--- config.mk ---
export PLATFORM = sky130hd
export DESIGN_NAME = gsbt_timer
export DESIGN_NICKNAME = d
export VERILOG_FILES = /design/src/design/gsbt_pkg.sv /design/src/design/gsbt_timer.sv
export SDC_FILE = /design/constraint.sdc
export NUM_CORES = 1
export LEC_CHECK = 0
export BUFFER_PORTS_ARGS = -buffer_cell sky130_fd_sc_hd__buf_2
export CAP_MARGIN = 0
export CORE_MARGIN = 3
export CORE_UTILIZATION = 40
export CTS_CLUSTER_SIZE = 24
export DETAILED_ROUTE_END_ITERATION = 8
export GPL_TIMING_DRIVEN = 0
export HOLD_SLACK_MARGIN = 0.06
export PLACE_DENSITY = 0.64
export SLEW_MARGIN = 20
export SYNTH_ARGS = -nofsm -noshare
export SYNTH_HDL_FRONTEND = slang
export SYNTH_SLANG_ARGS = --single-unit
--- constraint.sdc ---
create_clock -name CLK -period 7.1 [get_ports CLK]
set_input_delay 2.13 -clock CLK [delete_from_list [all_inputs] [get_ports CLK]]
set_output_delay 2.13 -clock CLK [all_outputs]
set_load 0.02 [all_outputs]
--- src/design/gsbt_pkg.sv ---
/*
 Constants, field layouts and state types for the gated sixteen bit timer.
 Assumes a single 25 MHz clock and an 8-bit register port.
*/
// Overview of operation
// Sixteen bit counter, byte writes load immediately
// Run bit and gate enable decide counting
// Clock select picks oscillator, pin, system, instruction
// Instruction clock gives one count per cycle
// System clock gives four counts per instruction
// External rising edge counts, synchronized or not
// External mode needs falling edge first
// Prescaler divides 1/2/4/8, cleared on writes
// Oscillator enable starts crystal, runs in sleep
// Software waits oscillator start via FC00h preset
// Sync disable bypasses external clock synchronization
// Asynchronous external mode counts during sleep
// Mode switch may drop or add one count
// Byte reads while running return valid values
// Software stops timer before writing count
// Gated counting only while gate active
// Gate polarity selects active low or high
// Gate source pin, timer overflow, comparators
// Rollover FFFFh to 0000h sets overflow flag
// Eight bit timer overflow pulses the gate
// External clock and gates use two-stage synchronizer; the eight bit timer overflow gate source bypasses it
package gsbt_pkg;

    // ----------------------------------------
    // Register offsets
    // ----------------------------------------
    localparam logic [2:0] GSBT_OFS_COUNT_LOW = 3'h0;
    localparam logic [2:0] GSBT_OFS_COUNT_HIGH = 3'h1;
    localparam logic [2:0] GSBT_OFS_TIMER_CTL = 3'h2;
    localparam logic [2:0] GSBT_OFS_GATE_CTL = 3'h3;
    localparam logic [2:0] GSBT_OFS_STATUS = 3'h4;

    // ----------------------------------------
    // Field positions and reset values
    // ----------------------------------------
    localparam int GSBT_STAT_OVF_BIT = 0;
    localparam int GSBT_STAT_GATE_BIT = 1;
    localparam logic [7:0] GSBT_CTL_RST = 8'h00;
    localparam logic [15:0] GSBT_COUNT_RST = 16'h0000;
    localparam logic [15:0] GSBT_COUNT_MAX = 16'hffff;
    localparam logic [1:0] GSBT_PHASE_LAST = 2'h3;

    // Synchronizer lane positions
    localparam int GSBT_SYN_EXT = 0;
    localparam int GSBT_SYN_XTAL = 1;
    localparam int GSBT_SYN_SENSE = 2;
    localparam int GSBT_SYN_GATE = 3;
    localparam int GSBT_SYN_CMP1 = 4;
    localparam int GSBT_SYN_CMP2 = 5;
    localparam int GSBT_SYN_W = 6;

    typedef enum logic [1:0] {
        GSBT_CLK_INSTR = 2'b00,
        GSBT_CLK_SYS = 2'b01,
        GSBT_CLK_EXT = 2'b10,
        GSBT_CLK_SENSE = 2'b11
    } gsbt_clk_sel_t;

    typedef enum logic [1:0] {
        GSBT_GATE_PIN = 2'b00,
        GSBT_GATE_TMR = 2'b01,
        GSBT_GATE_CMP1 = 2'b10,
        GSBT_GATE_CMP2 = 2'b11
    } gsbt_gate_src_t;

    // timer_control_reg layout
    typedef struct packed {
        gsbt_clk_sel_t clock_select;
        logic [1:0] prescale;
        logic osc_enable;
        logic sync_disable;
        logic spare;
        logic run;
    } gsbt_tctl_t;

    // gate_control_reg layout
    typedef struct packed {
        logic gate_enable;
        logic gate_polarity;
        logic [3:0] spare;
        gsbt_gate_src_t gate_source;
    } gsbt_gctl_t;

    // Whole state of the timer
    typedef struct packed {
        logic [15:0] count;
        gsbt_tctl_t tctl;
        gsbt_gctl_t gctl;
        logic overflow_flag;
        logic [2:0] presc_cnt;
        logic [1:0] phase;
        logic armed;
        logic pending;
        logic [GSBT_SYN_W-1:0] sync1;
        logic [GSBT_SYN_W-1:0] sync2;
        logic [GSBT_SYN_W-1:0] prev;
        logic [7:0] rdata;
        logic xtal_out;
        logic gate_val;
    } gsbt_state_t;

endpackage

--- src/design/gsbt_timer.sv ---
/*
 Gated sixteen bit timer: counter, clock selection, prescaler,
 external edge counting and gate control behind an 8-bit register port.
 Assumes pins and comparator outputs are asynchronous, and that the
 eight bit timer overflow pulse and SLEEP come from logic on CLK.
*/
module gsbt_timer
    import gsbt_pkg::*;
(
    input wire logic CLK,
    input wire logic RST,
    input wire logic CE,
    input wire logic [2:0] ADDR,
    input wire logic [7:0] WDATA,
    input wire logic WR,
    input wire logic RD,
    output logic [7:0] RDATA,
    input wire logic EXT_CLOCK_PIN,
    input wire logic CRYSTAL_IN_PIN,
    output logic CRYSTAL_OUT_PIN,
    input wire logic SENSE_OSC,
    input wire logic GATE_PIN,
    input wire logic EIGHT_BIT_TIMER_OVF,
    input wire logic COMPARATOR_ONE_OUT,
    input wire logic COMPARATOR_TWO_OUT,
    input wire logic SLEEP,
    output logic OVERFLOW_FLAG,
    output logic GATE_VALUE,
    output logic [15:0] COUNT
);

    // ----------------------------------------
    // State
    // ----------------------------------------
    gsbt_state_t s_ff;
    gsbt_state_t nxt_s;

    // Working signals of the next-state logic
    logic ext_lvl;
    logic ext_old;
    logic ext_rise;
    logic ext_fall;
    logic ext_mode;
    logic gate_src;
    logic gate_active;
    logic count_en;
    logic instr_tick;
    logic raw_tick;
    logic inc;
    logic ovf_set;
    logic ovf_clr;
    logic count_wr;
    logic [2:0] div_last;

    // ----------------------------------------
    // Next-state logic
    // ----------------------------------------
    always_comb begin
        nxt_s = s_ff;
        raw_tick = 1'b0;
        inc = 1'b0;
        ovf_set = 1'b0;
        ovf_clr = 1'b0;
        count_wr = 1'b0;
        ext_lvl = 1'b0;
        ext_old = 1'b0;
        gate_src = 1'b0;

        // Two-stage synchronizers, then a history stage for edges
        nxt_s.sync1 = {COMPARATOR_TWO_OUT, COMPARATOR_ONE_OUT, GATE_PIN,
                       SENSE_OSC, CRYSTAL_IN_PIN, EXT_CLOCK_PIN};
        nxt_s.sync2 = s_ff.sync1;
        nxt_s.prev = s_ff.sync2;

        // Instruction clock phase, system clock divided by four
        nxt_s.phase = s_ff.phase + 2'h1;
        instr_tick = (s_ff.phase == GSBT_PHASE_LAST);

        // Crystal amplifier runs whenever enabled, sleep or not
        nxt_s.xtal_out = s_ff.tctl.osc_enable & ~s_ff.sync2[GSBT_SYN_XTAL];

        // External clock source: pin, crystal or sensing oscillator
        if (s_ff.tctl.clock_select == GSBT_CLK_SENSE) begin
            ext_lvl = s_ff.sync2[GSBT_SYN_SENSE];
            ext_old = s_ff.prev[GSBT_SYN_SENSE];
        end else if (s_ff.tctl.osc_enable) begin
            ext_lvl = s_ff.sync2[GSBT_SYN_XTAL];
            ext_old = s_ff.prev[GSBT_SYN_XTAL];
        end else begin
            ext_lvl = s_ff.sync2[GSBT_SYN_EXT];
            ext_old = s_ff.prev[GSBT_SYN_EXT];
        end
        ext_rise = ext_lvl & ~ext_old;
        ext_fall = ~ext_lvl & ext_old;
        ext_mode = s_ff.tctl.clock_select[1];

        // Gate source selection
        unique case (s_ff.gctl.gate_source)
            GSBT_GATE_PIN: gate_src = s_ff.sync2[GSBT_SYN_GATE];
            GSBT_GATE_TMR: gate_src = EIGHT_BIT_TIMER_OVF;
            GSBT_GATE_CMP1: gate_src = s_ff.sync2[GSBT_SYN_CMP1];
            GSBT_GATE_CMP2: gate_src = s_ff.sync2[GSBT_SYN_CMP2];
        endcase

        // Polarity: 0 active low, 1 active high
        gate_active = s_ff.gctl.gate_polarity ? gate_src : ~gate_src;
        nxt_s.gate_val = gate_active;

        // Run bit and gate enable combine into a count enable
        count_en = s_ff.tctl.run & (~s_ff.gctl.gate_enable | gate_active);

        // External mode arming: a falling edge must come first
        if (ext_mode && ext_fall) begin
            nxt_s.armed = 1'b1;
        end
        if (!s_ff.tctl.run) begin
            nxt_s.armed = 1'b0;
        end

        // Raw clock tick from the selected source
        unique case (s_ff.tctl.clock_select)
            GSBT_CLK_INSTR: begin
                raw_tick = instr_tick & ~SLEEP;
            end
            GSBT_CLK_SYS: begin
                raw_tick = ~SLEEP;
            end
            GSBT_CLK_EXT, GSBT_CLK_SENSE: begin
                if (s_ff.tctl.sync_disable) begin
                    // Asynchronous mode: count on the edge, even in sleep
                    raw_tick = ext_rise & s_ff.armed;
                    nxt_s.pending = 1'b0;
                end else begin
                    // Synchronous mode: edge waits for instruction phase
                    raw_tick = s_ff.pending & instr_tick & ~SLEEP;
                    nxt_s.pending = (s_ff.pending & ~raw_tick) | (ext_rise & s_ff.armed);
                end
            end
        endcase

        // Prescaler: terminal count 0, 1, 3 or 7
        div_last = 3'((4'h1 << s_ff.tctl.prescale) - 4'h1);
        if (raw_tick && count_en) begin
            // At or past terminal count, so a smaller divider takes effect at once
            if (s_ff.presc_cnt >= div_last) begin
                nxt_s.presc_cnt = 3'h0;
                inc = 1'b1;
            end else begin
                nxt_s.presc_cnt = s_ff.presc_cnt + 3'h1;
            end
        end

        // Counter increment and rollover detection
        if (inc) begin
            nxt_s.count = s_ff.count + 16'h0001;
            ovf_set = (s_ff.count == GSBT_COUNT_MAX);
        end

        // Register writes; a count write overrides the increment in the written byte only
        if (WR) begin
            unique case (ADDR)
                GSBT_OFS_COUNT_LOW: begin
                    nxt_s.count[7:0] = WDATA;
                    count_wr = 1'b1;
                end
                GSBT_OFS_COUNT_HIGH: begin
                    nxt_s.count[15:8] = WDATA;
                    count_wr = 1'b1;
                end
                GSBT_OFS_TIMER_CTL: begin
                    nxt_s.tctl = gsbt_tctl_t'(WDATA);
                end
                GSBT_OFS_GATE_CTL: begin
                    nxt_s.gctl = gsbt_gctl_t'(WDATA);
                end
                GSBT_OFS_STATUS: begin
                    ovf_clr = WDATA[GSBT_STAT_OVF_BIT];
                end
                default: begin
                end
            endcase
        end

        // A count write clears prescaler, arming and pending edge
        if (count_wr) begin
            nxt_s.presc_cnt = 3'h0;
            nxt_s.armed = 1'b0;
            nxt_s.pending = 1'b0;
        end

        // Overflow flag: a new rollover wins over a clear
        nxt_s.overflow_flag = ovf_set | (s_ff.overflow_flag & ~ovf_clr);

        // Read data for the cycle after the strobe
        if (RD) begin
            unique case (ADDR)
                GSBT_OFS_COUNT_LOW: nxt_s.rdata = s_ff.count[7:0];
                GSBT_OFS_COUNT_HIGH: nxt_s.rdata = s_ff.count[15:8];
                GSBT_OFS_TIMER_CTL: nxt_s.rdata = s_ff.tctl;
                GSBT_OFS_GATE_CTL: nxt_s.rdata = s_ff.gctl;
                GSBT_OFS_STATUS: begin
                    nxt_s.rdata = 8'h00;
                    nxt_s.rdata[GSBT_STAT_OVF_BIT] = s_ff.overflow_flag;
                    nxt_s.rdata[GSBT_STAT_GATE_BIT] = s_ff.gate_val;
                end
                default: nxt_s.rdata = 8'h00;
            endcase
        end else begin
            nxt_s.rdata = 8'h00;
        end
    end

    // ----------------------------------------
    // State register, frozen while CE is low
    // ----------------------------------------
    always_ff @(posedge CLK) begin
        if (RST) begin
            s_ff <= '0;
            s_ff.count <= GSBT_COUNT_RST;
            s_ff.tctl <= gsbt_tctl_t'(GSBT_CTL_RST);
            s_ff.gctl <= gsbt_gctl_t'(GSBT_CTL_RST);
        end else if (CE) begin
            s_ff <= nxt_s;
        end
    end

    // ----------------------------------------
    // Outputs straight from the state register
    // ----------------------------------------
    assign RDATA = s_ff.rdata;
    assign CRYSTAL_OUT_PIN = s_ff.xtal_out;
    assign OVERFLOW_FLAG = s_ff.overflow_flag;
    assign GATE_VALUE = s_ff.gate_val;
    assign COUNT = s_ff.count;

endmodule

### Yosys cells after proc, flatten, opt, wreduce, memory -nomap -nowiden

Cells that the tools add are included.
Widths: inputs -> output; s select.

| storage, ports and cells | value |
|---|---|
| input port bits | 24 |
| output and inout bits | 27 |
| flip-flop bits (word level) | 65 |
| logic and storage cells | 107 |

| operators by class | value |
|---|---|
| multiplexer cells | 31 |
| add/subtract/negate cells | 4 |
| $lt $le $gt $ge | 1 |
| reduce and logical (&&, ||, !) cells | 14 |
| shift-type cells | 1 |
| bitwise logic cells | 21 |
| equality and inequality tests | 13 |

Operators by type and width:

| kind | number |
|---|---|
| $mux 8 | 5 |
| $pmux 8 s5 | 1 |
| $mux 32 | 1 |
| $mux 1 | 17 |
| $add 16x1->16 const B | 1 |
| $eq 16x16->1 const B | 1 |
| $mux 16 | 1 |
| $and 1x1->1 | 10 |
| $eq 2x2->1 const B | 5 |
| $mux 3 | 3 |
| $not 1->1 | 8 |
| $eq 3x2->1 const B | 2 |
| $reduce_and 2->1 | 3 |
| $reduce_and 3->1 | 2 |
| $eq 2x1->1 const B | 2 |
| $logic_not 2->1 | 2 |
| $pmux 1 s4 | 1 |
| $reduce_bool 2->1 | 2 |
| $reduce_or 2->1 | 2 |
| $add 3x1->3 const B | 1 |
| $eq 3x1->1 const B | 1 |
| $eq 3x3->1 const B | 1 |
| $ge 3x3->1 | 1 |
| $logic_not 3->1 | 1 |
| 8 further kinds | 11 |

### Longest topological paths before layout

| depth | value |
|---|---|
| depth after elaboration | 12 |
| depth in mapped cells | 8 |
| depth with buffers taken out | 8 |

### Worst setup path after synthesis

No wires, ideal clock.

| timing | value |
|---|---|
| path type | input to register |
| from | input port EIGHT_BIT_TIMER_OVF |
| to | register s_ff, in the netlist COUNT[0] |
| buffers on the path | 0 |
| path slack | 3.187 ns |
| stages | 6 |
| data arrival time | 3.838 ns |
| data required time | 7.026 ns |
| cell sequence | mux4_2 > xor2_1 > a21o_1 > or3_4 > or4_1 > a31oi_1 |

| between the ends | value |
|---|---|
| cells in the longest elaborated chain, start to end | 10 |

Ends and longest elaborated chain:

| item | RTL line | source |
|---|---|---|
| from (decl) | gsbt_timer.sv:23 | `input wire logic EIGHT_BIT_TIMER_OVF,` |
| $pmux 1 s4 (*) | gsbt_timer.sv:98 | `unique case (s_ff.gctl.gate_source)` |
| $not 1->1 | gsbt_timer.sv:106 | `gate_active = s_ff.gctl.gate_polarity ? gate_src : ~gate_src;` |
| $mux 1 (*) | gsbt_timer.sv:106 |  |
| $or 1x1->1 (*) | gsbt_timer.sv:110 | `count_en = s_ff.tctl.run & (~s_ff.gctl.gate_enable \| gate_active);` |
| $and 1x1->1 (*) | gsbt_timer.sv:110 |  |
| $logic_and 1x1->1 (*) | gsbt_timer.sv:143 | `if (raw_tick && count_en) begin` |
| $mux 1 (*) | gsbt_timer.sv:143 |  |
| $mux 16 (*) | gsbt_timer.sv:154 | `if (inc) begin` |
| $mux 8 | gsbt_timer.sv:161 | `unique case (ADDR)` |
| $mux 32 (*) | gsbt_timer.sv:160 | `if (WR) begin` |
| to (signal assigned) | gsbt_timer.sv:223 | `s_ff <= nxt_s;` |
| to (decl) | gsbt_timer.sv:35 | `gsbt_state_t s_ff;` |

Every way passes the cells marked *; elsewhere a longest branch is shown, timed or not.
A chain may end at the register's enable or synchronous reset.

### Worst setup path in the final report

| timing | value |
|---|---|
| from | input port ADDR[2] |
| to | register s_ff, in the netlist COUNT[10] |

| between the ends | value |
|---|---|
| cells in the longest elaborated chain, start to end | 3 |

Ends and longest elaborated chain:

| item | RTL line | source |
|---|---|---|
| from (decl) | gsbt_timer.sv:13 | `input wire logic [2:0] ADDR,` |
| $eq 3x1->1 | gsbt_timer.sv:161 |  |
| $mux 8 | gsbt_timer.sv:161 |  |
| $mux 32 | gsbt_timer.sv:160 |  |

No other way between the ends.

==> run_results.csv <==
group,metric,value,unit
power,switching_share,24.7,%
setup_path,path_max_fanout,9,
route,vias,3261,
die,die_w,99.3,um
timing,finalHoldViolCount,0,
synthesis,ys_ff_latch,65,
timing,tightest_slew,0.985,ns
synthesis,synthTopCellsByArea,"dfxtp_1, mux2i_1, nor2_1",
power,p_clk_share,46.8,%
synthesis,synth_flop_cell,"dfxtp_1",
setup_path,cp_slowest_stage_delay,0.75,ns
power,powerDensity,209,mW/mm^2
power,vdd_drop_max,102,uV
setup_path,worstPathCellList,"clkbuf_1, nor3b_1, nand2_1, nor2_1, o21ai_0, o31ai_1, o211a_1",
layout,fin_nets,480,
timing,fin_tns_setup,0,ns
timing,min_period,3.90,ns
timing,rsz0062_at_grt,"false",
setup_path,cp.depth,7,
clocking,cts_resized,0,
synthesis,ys_types,52,
layout,num-fill-cells,816,
clocking,cts.path.max_buffers,2,
setup_path,critPathLaunch,"ADDR[2]",
layout,drive_above_1_share,22.9,%
route,drcViolationCount,0,
setup_path,crit_end,"COUNT[10]$_SDFFE_PP0P_",
clocking,clk_pin_slew_worst_paths,0.08,ns
synthesis,syn_nets,422,
die,die_y,99.3,um
synthesis,synth_area_leader_cell,"dfxtp_1",
power,p_leak,1.72,nW
clocking,cts_made_buffers,9,
place,dp_hpwl,7540,um
timing,slew_viol_final,0,
synthesis,syn_inst,392,
place,place_congestion,0.940,
synthesis,synth_top_area_share,37.4,%
setup_path,reg2reg_to,"COUNT[14]$_SDFFE_PP0P_",
die,initial_utilization,41.7,%
clocking,root_buffer,"clkbuf_8",
global_route,antenna_found_initial,0,
layout,multiInputGateArea,0.00188,mm^2
synthesis,ys.warnings.count,0,
clocking,cts_tree,"built",
die,io_pins,51,
power,p_int,645,uW
layout,n_antenna_cell,0,
timing,fin_crit_sh,54.9,%
setup_path,cp_slowest_cell,"nor3b_1",
power,seqPwrFrac,44.5,%
global_route,grt_pass1_vias,2952,
place,dpl_cell_area,0.00384,mm^2
setup_path,startpoint_type,"primary input",
setup_path,crit_buf_inv,1,
die,die-area,0.00985,mm^2
timing,relSlewSlack,34.1,%
layout,area_delta_synth_final,17.8,%
flow_run,maxCapViolCount,0,
min_path,hold_path_class,"flop to flop",
clocking,postCtsSetupRepairBufs,0,
global_route,grt_pass1_wl,15800,um
route,wl_per_cell,18.2,um
setup_path,ff2ff_setup_slack,4.44,ns
clocking,htree_levels,3,
place,port_buffers,47,
setup_path,r2r_start,"s_ff[49]$_SDFFE_PP0P_",
layout,regArea,0.00130,mm^2
place,dp_slack,2.92,ns
timing,fin_skew,0.0125,ns
route,drtPass1Iterations,5,
synthesis,synth_edf_count,0,
clocking,ctsHoldBuffers,0,
power,p_sw,211,uW
die,rows,33,
setup_path,critPathCaptureType,"flop",
synthesis,syn_area,0.00348,mm^2
timing,setup_viol_count_final,0,
clocking,clk_latency,0.35,ns
setup_path,cp.arrival,4.19,ns
global_route,grt_use_total,20.6,%
power,p_comb_share,8.7,%
timing,fmax,256,MHz
setup_path,crit_family,"simple AND/OR/NAND/NOR gates",
synthesis,syn_area_per_cell,8.87,um^2
global_route,overflow,0,
run_status,status,"finished clean",
global_route,grt_max_degree,13,
setup_path,cp.required,7.39,ns
route,postRouteAntennaNets,0,
layout,final_common_cell,"dfxtp_1",
setup_path,critical_path_class,"primary input to flop",
route,drt_wl_total,10200,um
layout,fin_area,0.00410,mm^2
layout,final_cell_mix,"dfxtp_1, nor2_1, buf_2",
synthesis,seq_area_frac_synth,37.4,%
synthesis,synthArstFlopShare,0,%
clocking,cts_sinks,65,
route,drtIter0Drc,304,
setup_path,reg2regPathDepth,8,
timing,finalWorstSetupSlack,3.20,ns
route,viasPerCell,5.82,
die,core,0.00834,mm^2
metal layers:
layer  up-vias  global-route usage (%)  wire length [um]
met2       165                    33.2              4640
li1       1527                       -                 -
met4         0                    6.83               273
met1      1544                    27.8              4500
met3        25                    4.00               760
met5         -                       0                 0
flip-flops by register name, summed over array words and instances, names as in the netlist:
name,cells
OVERFLOW_FLAG,1
CRYSTAL_OUT_PIN,1
nxt_s,12
s_ff,25
RDATA,8
GATE_VALUE,1
ext_mode,1
COUNT,16
cell type report:
| class | instances | area share (%) |
|---|---|---|
| Clock inverter | 6 | 2.81 |
| Timing Repair Buffer | 47 | 5.74 |
| Multi-Input combinational cell | 272 | 45.9 |
| Clock buffer | 10 | 3.36 |
| Buffer | 44 | 6.23 |
| Sequential cell | 65 | 31.8 |
| Inverter | 11 | 1.01 |
| Tap cell | 105 | 3.21 |
metrics by stage:
step / instances / hold WS [ns] / power, mW / util (%)
6_report: 560 / 0.469 / 0.856 / 49.1
2_1_floorplan: 392 / 0.446 / 0.433 / -
4_1_cts: 560 / 0.472 / 0.853 / 49.1
3_5_place_dp: 544 / 0.461 / 0.462 / 46.1
5_1_grt: 560 / 0.492 / 0.878 / 49.1
3_3_place_gp: 544 / 0.462 / 0.461 / 46.1
Yosys cell counts (4+ instances only):
library cell / number
a31oi_1: 5
dfxtp_1: 65
buf_4: 24
nand4_1: 5
buf_1: 4
nor2_1: 62
ha_1: 6
a21oi_1: 15
o21ai_0: 16
mux2i_1: 33
or3_1: 4
nand2_1: 20
and3_1: 9
inv_1: 11
or4_1: 4
nand2b_1: 5
mux4_2: 9
nand3_1: 16
a22oi_1: 7
clkbuf_1: 16
a211oi_1: 5
tightest hold or removal path: cells and delay by family (launching register included):
family	cells	cell delay [ns]
AND/OR/NAND/NOR	1	0.06
flip-flops	1	0.31
AO/OA/AOI/OAI	1	0.05
worst min-delay path by stage:
stage                                             from                            to  slack [ns]  cells past startpoint
after floorplan                  RDATA[0]$_SDFFE_PP0P_         RDATA[0]$_SDFFE_PP0P_        0.45                      2
after global placement    CRYSTAL_OUT_PIN$_SDFFE_PP0P_  CRYSTAL_OUT_PIN$_SDFFE_PP0P_        0.46                      2
after detailed placement         RDATA[1]$_SDFFE_PP0P_         RDATA[1]$_SDFFE_PP0P_        0.46                      2
after CTS                        RDATA[1]$_SDFFE_PP0P_         RDATA[1]$_SDFFE_PP0P_        0.47                      2
after global routing             RDATA[1]$_SDFFE_PP0P_         RDATA[1]$_SDFFE_PP0P_        0.49                      2
final                            RDATA[1]$_SDFFE_PP0P_         RDATA[1]$_SDFFE_PP0P_        0.47                      2
cells by family (layout without fill, tap and decap cells):
family | count (synthesis) | after routing | share of synthesized area [%]
and+or+nand+nor | 143 | 143 | 20.1
AOI/OAI and AO/OA | 75 | 75 | 14.6
DFF | 65 | 65 | 37.4
buffers and inverters | 55 | 118 | 8.53
muxes | 46 | 46 | 16.7
adders and majority gates | 6 | 6 | 2.16
xor gates and xnor gates | 2 | 2 | 0.504
power by group through the flow:
stage / combinational, mW / clock [mW] / sequential [mW]
after floorplan: 0.0468 / 0 / 0.387
after global placement: 0.0726 / 0 / 0.389
after detailed placement: 0.0734 / 0 / 0.389
after CTS: 0.0737 / 0.399 / 0.380
after global routing: 0.0800 / 0.416 / 0.382
final: 0.0744 / 0.401 / 0.381
Power figures use the tool's default switching activity.
